==> src/design/fsr_pkg.sv <==
// constants and types for the flash status, reset and protect controller
package fsr_pkg;
  localparam int CLK_NS = 100;
  // times as printed
  localparam int RESET_PULSE_NS = 500;
  localparam int READY_BUSY_US = 20;
  localparam int READY_IDLE_NS = 500;
  localparam int STANDBY_US = 20;
  localparam int UNPROT_SETUP_US = 4;
  localparam int PROT_PULSE_US = 100;
  localparam int UNPROT_PULSE_MS = 10;
  localparam int PROGRAM_TYP_US = 9;
  // least and longest times round up, typical and default times round down
  localparam int RESET_PULSE_CYC = (RESET_PULSE_NS + CLK_NS - 1) / CLK_NS;
  localparam int READY_BUSY_CYC = (READY_BUSY_US * 1000 + CLK_NS - 1) / CLK_NS;
  localparam int READY_IDLE_CYC = (READY_IDLE_NS + CLK_NS - 1) / CLK_NS;
  localparam int STANDBY_CYC = (STANDBY_US * 1000 + CLK_NS - 1) / CLK_NS;
  localparam int UNPROT_SETUP_CYC = (UNPROT_SETUP_US * 1000 + CLK_NS - 1) / CLK_NS;
  localparam int PROT_PULSE_CYC = (PROT_PULSE_US * 1000 + CLK_NS - 1) / CLK_NS;
  localparam int UNPROT_PULSE_DEF = (UNPROT_PULSE_MS * 1000000) / CLK_NS;
  localparam int PROGRAM_TYP_CYC = (PROGRAM_TYP_US * 1000) / CLK_NS;
  // bus cycle phases in clocks
  localparam int SETUP_CYC = 1;
  localparam int STROBE_CYC = 2;
  localparam int RECOVER_CYC = 1;
  // data codes and bit positions
  localparam logic [7:0] PROT_SETUP_DATA = 8'h60;
  localparam logic [7:0] PROT_VERIFY_DATA = 8'h40;
  localparam int MAIN_TOGGLE_POS = 6;
  localparam int SELECT_POS = 6;
  localparam int MODE_HI_POS = 1;
  localparam int MODE_LO_POS = 0;
  localparam int ADDR_W = 21;
  localparam int CNT_W = 20;
  typedef enum logic [2:0] {
    FSR_CMD_READ, FSR_CMD_WRITE, FSR_CMD_POLL, FSR_CMD_RESET,
    FSR_CMD_PROTECT, FSR_CMD_UNPROTECT, FSR_CMD_STANDBY
  } fsr_cmd_t;
endpackage

==> src/design/fsr_bus_cycle.sv <==
// one read or write strobe cycle on the flash pins
`timescale 1ns/1ps
module fsr_bus_cycle (
  // clock and reset
  input wire logic clock,
  input wire logic reset,
  // request
  input wire logic start,
  input wire logic is_write,
  input wire logic use_chip_enable,
  // strobes
  output logic strobe_n,
  output logic write_phase,
  output logic done
);
  import fsr_pkg::*;
  typedef enum logic [1:0] {BC_IDLE, BC_SETUP, BC_STROBE, BC_RECOVER} fsr_bc_t;
  fsr_bc_t st_ff, nxt_st;
  logic [3:0] cnt_ff, nxt_cnt;
  logic wr_ff;
  wire cnt_end = (cnt_ff == 4'h0);
  always_comb begin
    nxt_st = st_ff;
    nxt_cnt = cnt_end ? 4'h0 : cnt_ff - 4'h1;
    case (st_ff)
      BC_IDLE: if (start) begin
        nxt_st = BC_SETUP;
        nxt_cnt = 4'(SETUP_CYC - 1);
      end
      BC_SETUP: if (cnt_end) begin
        nxt_st = BC_STROBE;
        nxt_cnt = 4'(STROBE_CYC - 1);
      end
      BC_STROBE: if (cnt_end) begin
        nxt_st = BC_RECOVER;
        nxt_cnt = 4'(RECOVER_CYC - 1);
      end
      BC_RECOVER: if (cnt_end) nxt_st = BC_IDLE;
      default: nxt_st = BC_IDLE;
    endcase
  end
  always_ff @(posedge clock) begin
    if (reset) begin
      st_ff <= BC_IDLE;
      cnt_ff <= 4'h0;
      wr_ff <= 1'b0;
      strobe_n <= 1'b1;
      done <= 1'b0;
      write_phase <= 1'b0;
    end else begin
      st_ff <= nxt_st;
      cnt_ff <= nxt_cnt;
      if (start && st_ff == BC_IDLE) wr_ff <= is_write;
      strobe_n <= (nxt_st != BC_STROBE);
      write_phase <= (nxt_st != BC_IDLE) && (start ? is_write : wr_ff);
      done <= (st_ff == BC_RECOVER) && cnt_end;
    end
  end
endmodule

==> src/design/fsr_host.sv <==
// host controller driving flash pins for status polling, reset and sector protect
// Summary of operation
// RULE1: suspend toggle bit toggles only inside an erase-suspended sector.
// RULE2: status reads may be strobed by output enable or by chip enable.
// RULE3: main toggle bit toggles regardless of address during embedded work.
// RULE4: reset during embedded work; device ready within 20 us.
// RULE5: reset while idle; device ready within 500 ns.
// RULE6: reset held low 20 us or more puts device in standby.
// RULE7: byte program typically takes about 9 us.
// RULE8: sector erase typically takes about 0.7 s per sector.
// RULE9: hold reset at elevated level 4 us before any write.
// RULE10: protect uses 60h setup and pulse writes, then 40h verify write.
// RULE11: protect presents select bit low, mode hi high, mode lo low.
// RULE12: unprotect presents select bit high, mode hi high, mode lo low.
// RULE13: wait 100 us for protect pulse, 10 ms for unprotect pulse.
// RULE14: erase preprograms every byte to 00h before erasing.
// RULE15: first 60h write needs no valid address.
// RULE16: operation done when two consecutive status reads agree on toggle bit.
// RULE17: ready/busy shows busy during embedded work, ready after.
`timescale 1ns/1ps
module fsr_host #(
  parameter int UNPROT_PULSE_CYC = fsr_pkg::UNPROT_PULSE_DEF,
  parameter int POLL_LIMIT = 16'hFFFF
) (
  // clock and reset
  input wire logic clock,
  input wire logic reset,
  // user command port
  input wire logic cmd_valid,
  input wire fsr_pkg::fsr_cmd_t cmd_op,
  input wire logic [fsr_pkg::ADDR_W-1:0] cmd_addr,
  input wire logic [7:0] cmd_wdata,
  input wire logic cmd_use_chip_enable,
  output logic cmd_ready,
  output logic rsp_valid,
  output logic [7:0] rsp_rdata,
  output logic rsp_error,
  output logic device_busy,
  // flash pins
  output logic [fsr_pkg::ADDR_W-1:0] flash_addr,
  output logic [7:0] flash_dq_out,
  output logic flash_dq_oe_n,
  input wire logic [7:0] flash_dq_in,
  output logic chip_enable_n,
  output logic output_enable_n,
  output logic write_enable_n,
  output logic reset_n,
  output logic elevated_unprotect_level,
  input wire logic ready_busy_n
);
  import fsr_pkg::*;
  typedef enum logic [3:0] {
    S_IDLE, S_CYCLE, S_RESET_LOW, S_RESET_WAIT, S_LEVEL, S_PREP, S_PULSE, S_VERIFY, S_POLL2,
    S_DONE
  } fsr_state_t;
  fsr_state_t st_ff, nxt_st;
  fsr_cmd_t op_ff;
  logic [CNT_W-1:0] cnt_ff, nxt_cnt;
  logic [15:0] poll_ff;
  logic [1:0] step_ff;
  logic [ADDR_W-1:0] addr_ff;
  logic [7:0] wdata_ff, prev_ff;
  logic ce_sel_ff, fail_ff;
  logic [7:0] dq_s1_ff, dq_s2_ff;
  logic rb_s1_ff, rb_s2_ff;
  logic bc_start, bc_wr, bc_strobe_n, bc_write_phase, bc_done;
  // pin inputs pass two flops
  always_ff @(posedge clock) begin
    dq_s1_ff <= flash_dq_in;
    dq_s2_ff <= dq_s1_ff;
    rb_s1_ff <= ready_busy_n;
    rb_s2_ff <= rb_s1_ff;
  end
  fsr_bus_cycle u_cycle (
    .clock(clock),
    .reset(reset),
    .start(bc_start),
    .is_write(bc_wr),
    .use_chip_enable(ce_sel_ff),
    .strobe_n(bc_strobe_n),
    .write_phase(bc_write_phase),
    .done(bc_done)
  );
  wire cnt_end = (cnt_ff == '0);
  wire is_prot = (op_ff == FSR_CMD_PROTECT);
  wire is_seq = (op_ff == FSR_CMD_PROTECT) || (op_ff == FSR_CMD_UNPROTECT);
  // RULE16 toggle compare of two back to back status reads
  wire toggles_same = (dq_s2_ff[MAIN_TOGGLE_POS] == prev_ff[MAIN_TOGGLE_POS]);
  wire [CNT_W-1:0] pulse_cyc = is_prot ? CNT_W'(PROT_PULSE_CYC) : CNT_W'(UNPROT_PULSE_CYC);
  // protect mode address bits
  wire [ADDR_W-1:0] prot_addr = {addr_ff[ADDR_W-1:SELECT_POS+1], ~is_prot,
    addr_ff[SELECT_POS-1:MODE_HI_POS+1], 1'b1, 1'b0}; // RULE11 RULE12
  wire cyc_idle = (st_ff == S_CYCLE || st_ff == S_VERIFY || st_ff == S_POLL2
    || st_ff == S_PREP);
  // verify is a 40h write, the status comes back during that strobe
  assign bc_wr = (st_ff == S_PREP) || (st_ff == S_VERIFY)
    || (st_ff == S_CYCLE && op_ff == FSR_CMD_WRITE);
  always_comb begin
    nxt_st = st_ff;
    nxt_cnt = cnt_end ? cnt_ff : cnt_ff - 1'b1;
    bc_start = 1'b0;
    case (st_ff)
      S_IDLE: if (cmd_valid) begin
        case (cmd_op)
          FSR_CMD_RESET: begin
            nxt_st = S_RESET_LOW;
            nxt_cnt = CNT_W'(RESET_PULSE_CYC);
          end
          FSR_CMD_STANDBY: begin
            nxt_st = S_RESET_LOW;
            nxt_cnt = CNT_W'(STANDBY_CYC); // RULE6
          end
          FSR_CMD_PROTECT, FSR_CMD_UNPROTECT: begin
            nxt_st = S_LEVEL;
            nxt_cnt = CNT_W'(UNPROT_SETUP_CYC); // RULE9
          end
          default: begin
            nxt_st = S_CYCLE;
            nxt_cnt = CNT_W'(0);
          end
        endcase
      end
      // count parked at 1 while a strobe cycle runs, so start fires once per cycle
      S_CYCLE: begin
        bc_start = cnt_end;
        nxt_cnt = CNT_W'(1);
        if (bc_done) begin
          nxt_st = (op_ff == FSR_CMD_POLL) ? S_POLL2 : S_DONE;
          nxt_cnt = CNT_W'(0);
        end
      end
      S_POLL2: begin
        bc_start = cnt_end;
        nxt_cnt = CNT_W'(1);
        if (bc_done) nxt_cnt = CNT_W'(0);
        if (bc_done && (toggles_same || poll_ff == 16'h0000)) nxt_st = S_DONE; // RULE16
      end
      S_RESET_LOW: if (cnt_end) begin
        nxt_st = S_RESET_WAIT;
        nxt_cnt = rb_s2_ff ? CNT_W'(READY_IDLE_CYC) : CNT_W'(READY_BUSY_CYC); // RULE4 RULE5
      end
      S_RESET_WAIT: if (cnt_end) nxt_st = S_DONE;
      // elevated level settles before the first write
      S_LEVEL: if (cnt_end) nxt_st = S_PREP; // RULE9
      S_PREP: begin
        // setup write then pulse write, both data 60h
        bc_start = cnt_end;
        nxt_cnt = CNT_W'(1);
        if (bc_done) begin
          nxt_st = (step_ff == 2'd1) ? S_PULSE : S_PREP;
          nxt_cnt = (step_ff == 2'd1) ? pulse_cyc : CNT_W'(0);
        end
      end
      S_PULSE: if (cnt_end) nxt_st = S_VERIFY; // RULE13
      S_VERIFY: begin
        bc_start = cnt_end;
        nxt_cnt = CNT_W'(1);
        if (bc_done) nxt_st = S_DONE; // RULE10
      end
      S_DONE: nxt_st = S_IDLE;
      default: nxt_st = S_IDLE;
    endcase
  end
  always_ff @(posedge clock) begin
    if (reset) begin
      st_ff <= S_IDLE;
      op_ff <= FSR_CMD_READ;
      cnt_ff <= '0;
      poll_ff <= 16'h0000;
      step_ff <= 2'd0;
      addr_ff <= '0;
      wdata_ff <= 8'h00;
      prev_ff <= 8'h00;
      ce_sel_ff <= 1'b0;
      fail_ff <= 1'b0;
    end else begin
      st_ff <= nxt_st;
      cnt_ff <= nxt_cnt;
      if (st_ff == S_IDLE && cmd_valid) begin
        op_ff <= cmd_op;
        addr_ff <= cmd_addr;
        wdata_ff <= cmd_wdata;
        ce_sel_ff <= cmd_use_chip_enable; // RULE2
        step_ff <= 2'd0;
        poll_ff <= 16'(POLL_LIMIT);
        fail_ff <= 1'b0;
      end
      if (bc_done) begin
        prev_ff <= dq_s2_ff;
        step_ff <= step_ff + 2'd1;
        if (st_ff == S_POLL2 && poll_ff != 16'h0000) poll_ff <= poll_ff - 16'h0001;
      end
      if (st_ff == S_POLL2 && bc_done && !toggles_same && poll_ff == 16'h0000) fail_ff <= 1'b1;
    end
  end
  // pin outputs, all from flops
  always_ff @(posedge clock) begin
    if (reset) begin
      chip_enable_n <= 1'b1;
      output_enable_n <= 1'b1;
      write_enable_n <= 1'b1;
      reset_n <= 1'b0;
      elevated_unprotect_level <= 1'b0;
      flash_addr <= '0;
      flash_dq_out <= 8'h00;
      flash_dq_oe_n <= 1'b1;
      cmd_ready <= 1'b0;
      rsp_valid <= 1'b0;
      rsp_rdata <= 8'h00;
      rsp_error <= 1'b0;
      device_busy <= 1'b0;
    end else begin
      // chip enable held low over the cycle unless it is the strobe
      chip_enable_n <= ce_sel_ff ? bc_strobe_n : ~(cyc_idle && !cnt_end) & bc_strobe_n;
      output_enable_n <= (ce_sel_ff ? 1'b0 : bc_strobe_n) | bc_write_phase | ~cyc_idle;
      write_enable_n <= bc_strobe_n | ~bc_write_phase;
      reset_n <= !(st_ff == S_RESET_LOW || (st_ff == S_IDLE && cmd_valid
        && (cmd_op == FSR_CMD_RESET || cmd_op == FSR_CMD_STANDBY)));
      elevated_unprotect_level <= is_seq && st_ff != S_IDLE && st_ff != S_DONE; // RULE9
      // RULE15 address is don't care on the first 60h, kept as the sector anyway
      flash_addr <= is_seq ? prot_addr : addr_ff; // RULE3 RULE1
      flash_dq_out <= (st_ff == S_PREP) ? PROT_SETUP_DATA
        : (st_ff == S_VERIFY) ? PROT_VERIFY_DATA : wdata_ff; // RULE10
      flash_dq_oe_n <= ~bc_write_phase;
      cmd_ready <= (nxt_st == S_IDLE);
      rsp_valid <= (st_ff == S_DONE);
      if (st_ff == S_VERIFY && bc_done) rsp_rdata <= dq_s2_ff;
      else if (bc_done && !is_seq) rsp_rdata <= dq_s2_ff;
      // give-up flag held so it leaves together with rsp_valid
      rsp_error <= (st_ff == S_DONE) && fail_ff; // RULE16
      device_busy <= ~rb_s2_ff; // RULE17
    end
  end
  // pulse state holds at least 8 cycles before the verify write
  property p_pulse_wait;
    @(posedge clock) disable iff (reset)
      (st_ff == S_PREP && nxt_st == S_PULSE) |=> (st_ff == S_PULSE)[*8];
  endproperty
  a_pulse_wait: assert property (p_pulse_wait) else $error("pulse wait cut short"); // RULE13
  property p_verify_data;
    @(posedge clock) disable iff (reset)
      (st_ff == S_VERIFY && !write_enable_n) |-> flash_dq_out == PROT_VERIFY_DATA;
  endproperty
  a_verify_data: assert property (p_verify_data) else $error("verify data wrong"); // RULE10
  property p_setup_level;
    @(posedge clock) disable iff (reset)
      (!write_enable_n && st_ff == S_PREP) |-> elevated_unprotect_level
        && $past(elevated_unprotect_level, 8);
  endproperty
  a_setup_level: assert property (p_setup_level) else $error("write before level setup"); // RULE9
  property p_protect_bits;
    @(posedge clock) disable iff (reset)
      (is_seq && !write_enable_n && st_ff == S_VERIFY) |->
        flash_addr[MODE_HI_POS] && !flash_addr[MODE_LO_POS]
        && flash_addr[SELECT_POS] == !is_prot;
  endproperty
  a_protect_bits: assert property (p_protect_bits) else $error("protect address bits"); // RULE11
  property p_reset_width;
    @(posedge clock) disable iff (reset)
      $fell(reset_n) |-> !reset_n[*5];
  endproperty
  a_reset_width: assert property (p_reset_width) else $error("reset pulse too short"); // RULE5
  property p_error_with_rsp;
    @(posedge clock) disable iff (reset)
      rsp_error |-> rsp_valid;
  endproperty
  a_error_with_rsp: assert property (p_error_with_rsp) else $error("error without response"); // RULE16
endmodule

==> config.mk <==
export PLATFORM = sky130hd
export DESIGN_NAME = fsr_host
export DESIGN_NICKNAME = d
export VERILOG_FILES = /design/src/design/fsr_pkg.sv /design/src/design/fsr_bus_cycle.sv /design/src/design/fsr_host.sv
export SDC_FILE = /design/constraint.sdc
export NUM_CORES = 1
export LEC_CHECK = 0
export ABC_AREA = 1
export ABC_CLOCK_PERIOD_IN_PS = 3270
export BUFFER_PORTS_ARGS = -buffer_cell sky130_fd_sc_hd__buf_2
export CAP_MARGIN = 20
export CORE_UTILIZATION = 31
export DETAILED_ROUTE_END_ITERATION = 6
export GPL_TIMING_DRIVEN = 0
export PLACE_DENSITY = 0.6
export SETUP_SLACK_MARGIN = 0.1
export SLEW_MARGIN = 30
export SYNTH_ARGS = -nofsm -noshare
export SYNTH_HDL_FRONTEND = slang
export SYNTH_HIERARCHICAL = 1
export SYNTH_SLANG_ARGS = --single-unit
==> constraint.sdc <==
create_clock -name clock -period 3.27 [get_ports clock]
set_input_delay 0.1635 -clock clock [delete_from_list [all_inputs] [get_ports clock]]
set_output_delay 0.1635 -clock clock [all_outputs]
set_load 0.02 [all_outputs]
== Word-level counts from Yosys, hierarchy flattened ==
Index checks and enable logic that the tools add are counted.

* Memory bits (writable): 0
* Register bits after elaboration: 158
* Output and inout bits: 47
* Memory bits (read-only): 0
* Latch bits: 0
* Memories kept: 0

* Magnitude comparators: 0
* Bitwise operators: 9
* $add $sub $neg: 4
* Shift-type cells: 0
* Multiplexer cells: 49
* Divide/modulo/power cells: 0
* Eq/ne operators: 24
* Reductions and logical operators: 48
* Multipliers: 0

{| class="wikitable"
|+ Operator list
! kind !! number
|-
| $pmux W20 S5 || 1
|-
| $mux W20 || 3
|-
| $mux W4 || 13
|-
| $mux W17 || 3
|-
| $mux W16 || 3
|-
| $pmux W4 S9 || 1
|-
| $mux W8 || 3
|-
| $pmux W8 S3 || 1
|-
| $mux W7 || 3
|-
| $logic_not A20 Y1 || 1
|-
| $sub A20 B1 Y20 const B || 1
|-
| $logic_and A1 B1 Y1 || 17
|-
| $eq A4 B3 Y1 const B || 4
|-
| $logic_not A16 Y1 || 1
|-
| $reduce_bool A16 Y1 || 1
|-
| $sub A16 B1 Y16 const B || 1
|-
| $eq A3 B3 Y1 const B || 5
|-
| $mux W2 || 7
|-
| $logic_not A4 Y1 || 3
|-
| $pmux W4 S3 || 1
|-
| $logic_or A1 B1 Y1 || 9
|-
| $eq A4 B2 Y1 const B || 2
|-
| $eq A4 B4 Y1 const B || 2
|-
| $mux W1 || 8
|-
| other kinds (22) || 40
|}

== Longest topological paths before layout ==
* Depth after elaboration: 8
* Mapped depth: 13

== Hierarchy ==
Netlist, hierarchy kept.

{| class="wikitable"
|+ By module, submodules not included
! module !! area an instance (um^2) !! cells an instance !! sequential area each (um^2) !! instances
|-
| fsr_host || 5691.7 || 742 || 2842.7 || 1
|-
| fsr_bus_cycle || 436.7 || 53 || 200.2 || 1
|}

== Worst setup path after synthesis ==
Ideal clock, no wire load.

* Kind: reg2reg
* Start: reg cnt_ff[0] (netlist name)
* End: reg u_cycle.write_phase
* Stages on the path, launching flop included: 14
* Path slack: 1365 ps
* Arrival time: 1838 ps
* Path through: dfxtp_1 inv_1 ha_1 nand2_1 nor2_1 nand3_2 buf_6 a31oi_1 inv_1 nor2_2 nor2_1 nand2_1 nand3_1 a21oi_2

{| class="wikitable"
|+ RTL lines
! item !! RTL line !! RTL
|-
| to (signal assigned) || fsr_bus_cycle.sv:55 || <nowiki>write_phase <= (nxt_st != BC_IDLE) && (start ? is_write : wr_ff);</nowiki>
|-
| to (decl) || fsr_bus_cycle.sv:13 || <nowiki>output logic write_phase,</nowiki>
|}

==> metrics.txt <==
length of the first detailed-routing pass in iterations=5; endpoints failing hold=0; floorplan row count=51; via count of the first global-routing pass=between 5,000 and 6,000; count of distinct cell types in the synthesized netlist=36; Placeable Area=19,400 µm²; worst slew margin relative to its limit=between 40% and 50%; static leakage power=3.532 nW; most common library cell in the layout ignoring fill and taps=sky130_fd_sc_hd__dfxtp_1; clock buffer depth=2; mean cell area of the mapped netlist=7.709 µm²; post-synthesis sequential element count=152; area growth from synthesis to layout=24.21%; H-tree levels=4; critical path class=reg2reg; number of nets produced by synthesis=846; largest family of logic cells by synthesized area=simple AND/OR/NAND/NOR gates; Die H=roughly 140 µm; highest layer used for signal routing=met4; sequential share of the synthesized area=49.65%; Initial Util=31.59%; total number of vias=between 5,000 and 6,000; Multi-input gate area=2608 µm²; last weighted congestion value of the routability-driven placer=approximately 0.83; initial antenna violation count=0; Root Buffer=sky130_fd_sc_hd__clkbuf_16; TritonCTS clock tree=yes; Max-cap violations=0; transition time at the pin with the least slew margin=0.8208 ns; Finish-stage setup viols=0; number of design rule violations left after detail routing=0; share of layout cells above drive strength 1=18.60%; final total power=6.790 mW; status=completed; wire length of the first global-routing pass=between 20 and 25 mm; worst IR drop on VDD=~0.41 mV; number of gates given a new drive strength after cts=0; commonest cells after routing, fill and taps aside=sky130_fd_sc_hd__dfxtp_1, sky130_fd_sc_hd__nor2_1, sky130_fd_sc_hd__nand2_1; pin count of the biggest net entering global routing=18; die width=142.6 µm; path class of the lowest-slack min-delay path=in2reg; cell area after technology mapping=6128 µm²; Antenna Diode Count=0; WL met2=6.975 mm; Final min period=2.357 ns; Worst-path clk slew=0.07 ns; number of buffers created by CTS=17; fraction of the mapped netlist area in adder cells=1.225%; total negative slack=0 ns; area taken by flip-flops and latches=3043 µm²; post-synthesis mux area share=0.1633%; source-to-sink clock delay at the later pin of the worst-skew pair=between 0.4 and 0.5 ns; CP arrival=2.72 ns; fin nets=968; utilization after layout=39.24%; # clock sinks=152; final routed wirelength across all metal layers=15.20 mm; Critical Path Sink Type=flop; critical path startpoint category=flop; maximum clock frequency=424.3 MHz; area share of xor/xnor cells in the synthesized design=3.859%; power density over the cells=just under 900 nW/µm²; unrepaired setup endpoints after global routing=no; total grt overflow=0; post-detailed-route via-to-cell ratio=4.455; setup clock skew after layout=0.01106 ns; count of input and output buffers=91; complex-gate fraction of the synthesized area=12.17%; number of instances in the synthesized netlist=795; sum of met3 wire segment lengths after detailed routing=about 670 µm; Metal-1 WL=7.319 mm; total die area=20,330 µm²; critical-path maximum fanout=10; Period Utilization, post-route=72.07%; detailed router's first-iteration violation count=340; overall routing resource usage=15.76%; Detail Route Antenna Nets=0; wire per inst=12.72 µm; fill cell total of the finished layout=between 2,000 and 2,500; post-detailed-placement half-perimeter wirelength=10.95 mm; area share of and/or/nand/nor cells after synthesis=between 20 and 30%; IO Count=92; Critical Path RT=3.64 ns; number of synthesis warnings=6; Final Max Slew Viols=0
## worst max-delay path: stages, from the launching register on
cell and delay, ns:
sky130_fd_sc_hd__dfxtp_1 0.31, sky130_fd_sc_hd__inv_1 0.11, sky130_fd_sc_hd__ha_1 0.18, sky130_fd_sc_hd__nand2_1 0.06, sky130_fd_sc_hd__nor2_1 0.21, sky130_fd_sc_hd__nand3_2 0.27
sky130_fd_sc_hd__buf_6 0.25, sky130_fd_sc_hd__a31oi_1 0.28, sky130_fd_sc_hd__inv_1 0.10, sky130_fd_sc_hd__nor2_2 0.15, sky130_fd_sc_hd__nor2_1 0.07, sky130_fd_sc_hd__nand2_1 0.08
sky130_fd_sc_hd__nand3_1 0.11, sky130_fd_sc_hd__a21oi_2 0.12
## cell usage after synthesis, drive strengths merged
cell	instances	area share [%]
mux2i	1	0.16
o31ai	1	0.12
o22ai	2	0.20
ha	6	1.2
nor3	15	1.5
nor2	151	10
nor3b	1	0.12
nand2	132	8.7
o41ai	1	0.14
nand3b	2	0.24
inv	94	5.8
xor2	20	2.9
nand4	7	0.71
o21ai	69	5.6
a21oi	70	5.8
buf	10	1.2
a31oi	1	0.10
dfxtp	152	50
nand3	36	3.3
clkbuf	13	0.80
or2	2	0.20
xnor2	7	1.0
nor4	1	0.10
o211ai	1	0.12
## per-stage QoR
step                      area, µm²  instances  setup WS, ns  hold slack (ns)
after global routing           7612       1195        0.6191          0.02909
after CTS                      7612       1195        0.9476        0.0001752
after global placement         6915       1151        0.9972           0.2662
after floorplan                6128        795         1.365           0.1912
after detailed placement       6915       1151        0.9800           0.2680
final                          7612       1195        0.9132         0.009308
## cell type report
| class | count | area share (%) |
|---|---|---|
| clock buffer | 17 | 5.588 |
| tap | 265 | 4.356 |
| buffer | 23 | 1.611 |
| inverter | 94 | 4.668 |
| sequential | 152 | 39.97 |
| clock inverter | 15 | 1.989 |
| multi-input combinational | 526 | 34.25 |
| timing repair buffer | 103 | 7.561 |
## power by group
part           switching, mW  internal, mW  leakage [nW]  total (mW)
Sequential             0.204          2.16          1.25        2.37
Combinational           1.64         0.898          2.00        2.53
Clock                  0.876          1.02         0.282        1.89
Total                   2.71          4.08          3.53        6.79
## flip-flops by register name, indices dropped and copies added (netlist names), 3 cells and up
signal and count:
u_cycle/cnt_ff 4, st_ff 4, rsp_rdata 8, dq_s2_ff 8, poll_ff 16, dq_s1_ff 8
addr_ff 21, cnt_ff 20, wdata_ff 8, flash_addr 21, flash_dq_out 8, op_ff 3
## repair_timing
item | in CTS | in global routing
hold buffers | 12 | 0
hold endpoints to repair | 14 | 0
setup buffers | 0 | 0
## metal layers
metal	vias up	track usage, %
met2	113	24.51
met1	2412	20.90
met3	15	3.533
met5	-	0
li1	2784	-
met4	0	6.678
## cell families (layout without fill, tap and decap cells)
family / count (synthesis) / after routing
AND/OR/NAND/NOR: 347 / 347
flip-flops: 152 / 152
AO/OA/AOI/OAI: 145 / 145
buffers and inverters: 117 / 252
XOR/XNOR: 27 / 27
adder cells (fa/ha/maj): 6 / 6
multiplexers: 1 / 1
## path summary, 6_finish.rpt
path	from	to	slack [ns]	depth (start not counted)
setup / recovery	cnt_ff[0]$_SDFF_PP0_	u_cycle/write_phase$_SDFF_PP0_	0.91	13
hold / removal	cmd_addr[18]	addr_ff[18]$_SDFFE_PP0P_	0.009	3
setup reg to reg	cnt_ff[0]$_SDFF_PP0_	u_cycle/write_phase$_SDFF_PP0_	0.91	13
hold reg to reg	dq_s1_ff[7]$_DFF_P_	dq_s2_ff[7]$_DFF_P_	0.33	0
Power figures use the tool's default switching activity.
